File: src/branch_pkg.sv
/*
 * constants for the conditional relative branch unit: register offsets,
 * opcode bytes, flag positions, reset values and phase counts.
 * assumes a 32-bit axi4-lite register bus and one 100 MHz clock.
 */
package branch_pkg;
    // register byte offsets
    localparam logic [3:0] OFF_INSTR = 4'h0;
    localparam logic [3:0] OFF_FLAGS = 4'h4;
    localparam logic [3:0] OFF_PC = 4'h8;
    localparam logic [3:0] OFF_STATUS = 4'hc;
    // upper byte of each conditional branch word
    localparam logic [7:0] OP_CARRY_CLEAR = 8'he3;
    localparam logic [7:0] OP_ZERO_CLEAR = 8'he1;
    localparam logic [7:0] OP_OVERFLOW_CLEAR = 8'he5;
    localparam logic [7:0] OP_NEGATIVE_CLEAR = 8'he7;
    // flag bit positions in the flags register
    localparam int FLAG_CARRY = 0;
    localparam int FLAG_ZERO = 2;
    localparam int FLAG_OVERFLOW = 3;
    localparam int FLAG_NEGATIVE = 4;
    localparam logic [4:0] FLAGS_RESET = 5'h00;
    // status bit positions
    localparam int ST_BUSY = 0;
    localparam int ST_TAKEN = 1;
    localparam int ST_UNKNOWN = 2;
    localparam int ST_CYC_LO = 4;
    // last q phase of an instruction cycle, pc step per instruction word
    localparam logic [1:0] Q_LAST = 2'h3;
    localparam int PC_STEP = 2;
    // axi responses
    localparam logic [1:0] RESP_OKAY = 2'h0;
    localparam logic [1:0] RESP_SLVERR = 2'h2;
    // execution states
    typedef enum logic [1:0] {
        ST_IDLE = 2'b00,
        ST_EXEC = 2'b01,
        ST_NOP = 2'b10
    } exec_state_t;
endpackage

File: src/cond_branch.sv
/*
 * conditional relative branch unit: executes the four branch-if-flag-clear
 * words written by software, runs each instruction cycle as four q phases
 * and keeps the program counter and status flags as registers.
 * assumes an axi4-lite master on aclk and synchronous active-low reset.
 */
// Operation
// - carry clear: carry 0 loads branch target
// - carry set: pc just steps two bytes
// - upper byte e7 branches when negative 0
// - upper byte e5 branches when overflow 0
// - zero clear branches when zero 0
// - low byte signed n, doubled offset
// - target is branch address plus 2+2n
// - one word; one cycle, two when taken
`timescale 1ns/1ps
module cond_branch #(
    parameter int PC_W = 21,
    parameter int Q_DIV = 1
) (
    // clock and reset
    input wire logic aclk,
    input wire logic aresetn,
    // write address channel
    input wire logic [31:0] awaddr,
    input wire logic [2:0] awprot,
    input wire logic awvalid,
    output logic awready,
    // write data channel
    input wire logic [31:0] wdata,
    input wire logic [3:0] wstrb,
    input wire logic wvalid,
    output logic wready,
    // write response channel
    output logic [1:0] bresp,
    output logic bvalid,
    input wire logic bready,
    // read address channel
    input wire logic [31:0] araddr,
    input wire logic [2:0] arprot,
    input wire logic arvalid,
    output logic arready,
    // read data channel
    output logic [31:0] rdata,
    output logic [1:0] rresp,
    output logic rvalid,
    input wire logic rready,
    // core side view
    output logic [PC_W-1:0] pc,
    output logic busy
);
    import branch_pkg::*;

    typedef struct packed {
        logic awready;
        logic wready;
        logic bvalid;
        logic [1:0] bresp;
        logic arready;
        logic rvalid;
        logic [1:0] rresp;
        logic [31:0] rdata;
        logic aw_got;
        logic [3:0] aw_off;
        logic w_got;
        logic [31:0] w_data;
        logic [3:0] w_strb;
        logic [15:0] instr;
        logic [4:0] flags;
        logic [PC_W-1:0] pc;
        logic [7:0] lit;
        logic taken;
        logic unknown;
        logic [1:0] cycles;
        exec_state_t state;
        logic [1:0] qph;
        logic [15:0] div;
        logic busy;
    } state_t;

    state_t s_q;
    state_t s_d;
    logic q_tick;
    logic aw_hit;
    logic w_hit;
    logic [3:0] woff;
    logic [31:0] wd;
    logic [3:0] ws;
    logic [PC_W-1:0] offset;
    logic cond_clear;
    logic known;

    // doubled sign-extended literal, added to the already stepped pc
    assign offset = {{(PC_W-9){s_q.lit[7]}}, s_q.lit, 1'b0};

    // one q phase per Q_DIV clocks
    assign q_tick = (s_q.div == 16'(Q_DIV - 1));

    // branch decode: the word's flag must read clear
    always_comb begin
        known = 1'b1;
        cond_clear = 1'b0;
        case (s_q.instr[15:8])
            OP_CARRY_CLEAR: cond_clear = !s_q.flags[FLAG_CARRY];
            OP_NEGATIVE_CLEAR: cond_clear = !s_q.flags[FLAG_NEGATIVE];
            OP_OVERFLOW_CLEAR: cond_clear = !s_q.flags[FLAG_OVERFLOW];
            OP_ZERO_CLEAR: cond_clear = !s_q.flags[FLAG_ZERO];
            default: known = 1'b0;
        endcase
    end

    assign aw_hit = awvalid && s_q.awready;
    assign w_hit = wvalid && s_q.wready;
    assign woff = aw_hit ? awaddr[3:0] : s_q.aw_off;
    assign wd = w_hit ? wdata : s_q.w_data;
    assign ws = w_hit ? wstrb : s_q.w_strb;

    // next state: bus slave and execution sequencer in one place
    always_comb begin
        s_d = s_q;
        // q phase divider
        s_d.div = q_tick ? 16'h0000 : s_q.div + 16'h0001;
        // bus handshakes; address and data may arrive in either order
        if (s_q.bvalid && bready) begin
            s_d.bvalid = 1'b0;
        end
        if (s_q.rvalid && rready) begin
            s_d.rvalid = 1'b0;
        end
        if (aw_hit) begin
            s_d.aw_got = 1'b1;
            s_d.aw_off = awaddr[3:0];
        end
        if (w_hit) begin
            s_d.w_got = 1'b1;
            s_d.w_data = wdata;
            s_d.w_strb = wstrb;
        end
        // execution sequencer, one step per q phase
        if (q_tick) begin
            case (s_q.state)
                ST_EXEC: begin
                    s_d.qph = s_q.qph + 2'h1;
                    case (s_q.qph)
                        2'h0: begin
                            // q1 decode; pc steps past this word
                            s_d.pc = s_q.pc + PC_W'(PC_STEP);
                            s_d.unknown = !known;
                        end
                        2'h1: s_d.lit = s_q.instr[7:0];
                        2'h2: s_d.taken = known && cond_clear;
                        default: begin
                            // q4 writes pc only on a taken branch
                            if (s_q.taken) begin
                                s_d.pc = s_q.pc + offset;
                                s_d.state = ST_NOP;
                                s_d.cycles = 2'h2;
                            end else begin
                                s_d.state = ST_IDLE;
                                s_d.cycles = 2'h1;
                            end
                        end
                    endcase
                end
                ST_NOP: begin
                    // forced no-operation cycle, flags untouched
                    s_d.qph = s_q.qph + 2'h1;
                    if (s_q.qph == Q_LAST) begin
                        s_d.state = ST_IDLE;
                    end
                end
                default: s_d.qph = 2'h0;
            endcase
        end
        // register write once both halves are held
        if ((s_q.aw_got || aw_hit) && (s_q.w_got || w_hit)
            && !s_q.bvalid) begin
            s_d.aw_got = 1'b0;
            s_d.w_got = 1'b0;
            s_d.bvalid = 1'b1;
            s_d.bresp = RESP_OKAY;
            case (woff)
                OFF_INSTR: begin
                    // a word written while busy is dropped, not queued
                    if (s_q.state == ST_IDLE && ws[1:0] == 2'h3) begin
                        s_d.instr = wd[15:0];
                        s_d.state = ST_EXEC;
                        s_d.qph = 2'h0;
                        s_d.div = 16'h0000;
                        s_d.taken = 1'b0;
                        s_d.cycles = 2'h0;
                    end
                end
                OFF_FLAGS: begin
                    if (ws[0]) begin
                        s_d.flags = wd[4:0];
                    end
                end
                OFF_PC: begin
                    // pc is owned by the sequencer while it runs
                    if (s_q.state == ST_IDLE && ws == 4'hf) begin
                        s_d.pc = wd[PC_W-1:0];
                    end
                end
                OFF_STATUS: s_d.bresp = RESP_OKAY;
                default: s_d.bresp = RESP_SLVERR;
            endcase
        end
        // register read, answered at the edge that takes the address
        if (arvalid && s_q.arready) begin
            s_d.rvalid = 1'b1;
            s_d.rresp = RESP_OKAY;
            s_d.rdata = 32'h00000000;
            case (araddr[3:0])
                OFF_INSTR: s_d.rdata[15:0] = s_q.instr;
                OFF_FLAGS: s_d.rdata[4:0] = s_q.flags;
                OFF_PC: s_d.rdata[PC_W-1:0] = s_q.pc;
                OFF_STATUS: begin
                    s_d.rdata[ST_BUSY] = (s_q.state != ST_IDLE);
                    s_d.rdata[ST_TAKEN] = s_q.taken;
                    s_d.rdata[ST_UNKNOWN] = s_q.unknown;
                    s_d.rdata[ST_CYC_LO+1:ST_CYC_LO] = s_q.cycles;
                end
                default: s_d.rresp = RESP_SLVERR;
            endcase
        end
        // readies follow the next state so one transfer is open at a time
        s_d.awready = !s_d.aw_got && !s_d.bvalid;
        s_d.wready = !s_d.w_got && !s_d.bvalid;
        s_d.arready = !s_d.rvalid;
        // busy is registered so the core sees a clean flop output
        s_d.busy = (s_d.state != ST_IDLE);
    end

    // state register
    always_ff @(posedge aclk) begin
        if (!aresetn) begin
            s_q <= '0;
            s_q.flags <= FLAGS_RESET;
            s_q.state <= ST_IDLE;
        end else begin
            s_q <= s_d;
        end
    end

    assign awready = s_q.awready;
    assign wready = s_q.wready;
    assign bvalid = s_q.bvalid;
    assign bresp = s_q.bresp;
    assign arready = s_q.arready;
    assign rvalid = s_q.rvalid;
    assign rresp = s_q.rresp;
    assign rdata = s_q.rdata;
    assign pc = s_q.pc;
    assign busy = s_q.busy;
endmodule // cond_branch

File: config.mk
export PLATFORM = sky130hd
export DESIGN_NAME = cond_branch
export DESIGN_NICKNAME = d
export VERILOG_FILES = /design/src/branch_pkg.sv /design/src/cond_branch.sv
export SDC_FILE = /design/constraint.sdc
export NUM_CORES = 1
export LEC_CHECK = 0
export ABC_AREA = 1
export ABC_CLOCK_PERIOD_IN_PS = 2200
export BUFFER_PORTS_ARGS = -buffer_cell sky130_fd_sc_hd__buf_4
export CAP_MARGIN = 40
export CORE_UTILIZATION = 55
export CTS_BUF_LIST = sky130_fd_sc_hd__clkbuf_8 sky130_fd_sc_hd__clkbuf_16
export DETAILED_ROUTE_END_ITERATION = 12
export PLACE_DENSITY = 0.9
export SYNTH_ARGS = -nofsm -noshare
export SYNTH_HDL_FRONTEND = slang
export SYNTH_SLANG_ARGS = --single-unit
File: constraint.sdc
create_clock -name aclk -period 2.2 [get_ports aclk]
set_input_delay 0.11 -clock aclk [delete_from_list [all_inputs] [get_ports aclk]]
set_output_delay 0.11 -clock aclk [all_outputs]
set_load 0.005 [all_outputs]
==> impl_metrics.toml <==
[setup_path]
crit_fanout = 14
cp_num_cells = 11
reg2reg_depth = 11
crit_buf_inv = 3
crit_family = "simple AND/OR/NAND/NOR gates"
worstPathArrival_ps = 2390
start_kind = "flip-flop"
slowest_stage = "a311oi_1"
worstPathCellList = "nand2_2 > buf_4 > nand2_1 > o21ai_1 > nor2_1 > nand2_1 > inv_2 > nand4_4 > nand2_4 > buf_4 > a311oi_1"
cpPeakStageDelay_ps = 360
crit_start = "wready"
end_kind = "flip-flop"
crit_type = "reg -> reg"
r2r_slack_ps = 110
r2r_start = "wready"
critical_path_required_ps = 2500
cp-endpoint = "s_q[24]"
rr_endpoint = "s_q[24]"

[synth]
synth_warnings = 0
ys_ff_latch = 134
synth.distinct_cells = 55
synth_area_um2 = 8080
synth_flop_cell = "dfxtp_1"
ys_seq_area_share_pct = 33.2
syn_avg_cell_area_um2 = 6.90
syn_inst = 1172
synth_async_sr_flop_share_pct = 0
synth_edf_count = 0

[power]
pwr_density_cell_nw_per_um2 = 638
p_total_mw = 6.16
seq_power_share_pct = 41.2
intPower_mw = 4.75
power_frac_comb_pct = 8.5
pwr-share-clk_pct = 50.2
p_sw_mw = 1.41
p_sw_share_pct = 22.9
irDropWorstVdd_uv = 603
power_leakage_nw = 4.47

[sta]
rsz0062_at_grt = "yes"
maxSlewViolCount = 0
layout_min_cycle_time_ps = 2090
whs_ps = -8.42
slew_headroom_pct = 45.3
clock_skew_ps = 7.92
tightest_slew_ps = 820
max_freq_mhz = 479
period_share_pct = 95.0
setup_viol = 0
hold_viol = 1

[layout]
drive_above_1_share_pct = 18.8
area_growth_syn_to_layout_pct = 19.5
multi_input_area_um2 = 4300
final_nets = 1401
seq_area_um2 = 2690
layoutNonFillerInstCount = 1451
fill_cells = 1102
mostFrequentLayoutCell = "nand2_1"
final_cell_mix = "nand2_1, inv_1, buf_4, dfxtp_1, nor2_1"

[clock_tree]
htree_levels = 4
clock_path_buffers = 2
cts_root_buf = "clkbuf_16"
cts_made_buffers = 17
cts_sinks = 134
clk_pin_slew_worst_paths_ps = 60
cts_tree = "built"
clock_latency_ps = 420

[die]
die_h_um = 123
die_x_um = 123
die_area_um2 = 15200
rows = 43
initial_core_util_pct = 57.3
core_um2 = 14100
ios = 176

[detailed_routing]
first_pass_iters = 6
drc = 0
drt_iter0_drc = 1032
wire_per_inst_um = 17.2
vias = 8429
ant_nets = 0
vias_per_cell = 5.81
wirelength_mm = 25.0

[global_routing]
grt_usage_pct = 32.6
overflow = 0
grt_max_degree = 40
gr-max-usage-layer = "met2"
grt_first_pass_wirelength_mm = 38.2
grt_util_met3_pct = 6.60
gr-usage-met1_pct = 38.8
grt_use_met2_pct = 53.9
grt_pass1_vias = 7936
grt_antenna_before_repair = 0

[place]
dp_cells = 1409
io_buffers = 89
dp_hpwl_mm = 17.1
gp_congestion = 0.976

[run_status]
outcome = "finished with violations"
violations = "hold timing"

[run]
cap_violations = 0

[min_path]
hold_path_class = "in -> reg"
per-stage QoR:
step / util, % / area [µm²] / setup TNS [ps] / setup slack, ps / hold WS, ps
after floorplan: - / 8130 / 0 / 257 / 264
after global placement: 62.3 / 8780 / 0 / 116 / 377
after global routing: 68.5 / 9660 / -257 / -71.6 / 35.5
final: 68.5 / 9660 / 0 / 110 / -8.42
after CTS: 67.3 / 9490 / 0 / 30.8 / 0.556
after detailed placement: 62.3 / 8780 / 0 / 79.0 / 378
per-layer routing:
metal	routed length, µm	share of wire, %
met5	0	0
met4	1530	6.1
met2	11800	47
met1	9440	38
met3	2250	9.0
state kept, by name, summed over array words and instances, names as in the netlist:
register and count:
offset 8, wready 1, bresp 1, rresp 1, rvalid 1, rdata 21, busy 1, s_q 76
pc 21, awready 1, bvalid 1, arready 1
synth_stat cells (all sizes together) (4+ instances only):
cell type	instances	area share, %
a21oi	87	5.4
a22oi	14	1.7
buf	68	6.4
clkbuf	21	0.99
dfxtp	134	33
ha	29	4.5
inv	176	8.2
mux2	11	1.5
mux2i	4	0.50
nand2	239	11
nand3	59	4.0
nand3b	4	0.37
nand4	20	1.7
nor2	125	6.0
nor3	20	1.4
o211ai	8	0.74
o21ai	88	5.5
o221ai	13	1.4
o22ai	13	1.2
or2	7	0.54
xor2	9	0.98
worst min-delay path: stages:
cell	delay, ps
buf_4	80
o21ai_0	90
nor2_1	90
layout make-up:
class | instances | area share [%]
antenna | 1 | 0.0259
clock buffer | 22 | 5.12
clock inverter | 9 | 1.54
inverter | 178 | 6.98
multi-input combinational | 783 | 44.5
sequential | 134 | 27.9
tap | 180 | 2.33
timing repair buffer | 144 | 11.6
what timing repair did:
item	in CTS	in global routing
setup endpoints to repair	0	16
gates resized for setup	0	30
hold endpoints to repair	7	0
hold buffers	7	0
buffers inserted	0	3
cells by family after synthesis:
group	synth area share, %
DFF	33.2
and+or+nand+nor	25.8
muxes	2.03
other	0.0464
AOI/OAI and AO/OA	17.3
buffers and inverters	15.6
xor gates and xnor gates	1.19
adders and majority gates	4.74
worst min path at each step:
stage | startpoint | to | slack [ps] | cells after the start
global placement | wstrb[2] | s_q[77] | 380 | 3
CTS | awaddr[1] | s_q[113] | 0.6 | 3
detailed placement | wstrb[2] | s_q[77] | 380 | 3
floorplan | wstrb[0] | s_q[75] | 260 | 2
global route | wdata[17] | s_q[96] | 40 | 3
finish | awaddr[1] | s_q[113] | -8 | 3
power by group through the flow:
stage	Sequential (mW)	Combinational [mW]	Clock (mW)
3_5_place_dp	2.59	0.477	0
4_1_cts	2.54	0.499	3.08
3_3_place_gp	2.59	0.461	0
5_1_grt	2.55	0.566	3.19
2_1_floorplan	2.58	0.337	0
6_report	2.54	0.524	3.09
Power figures use the tool's default switching activity.
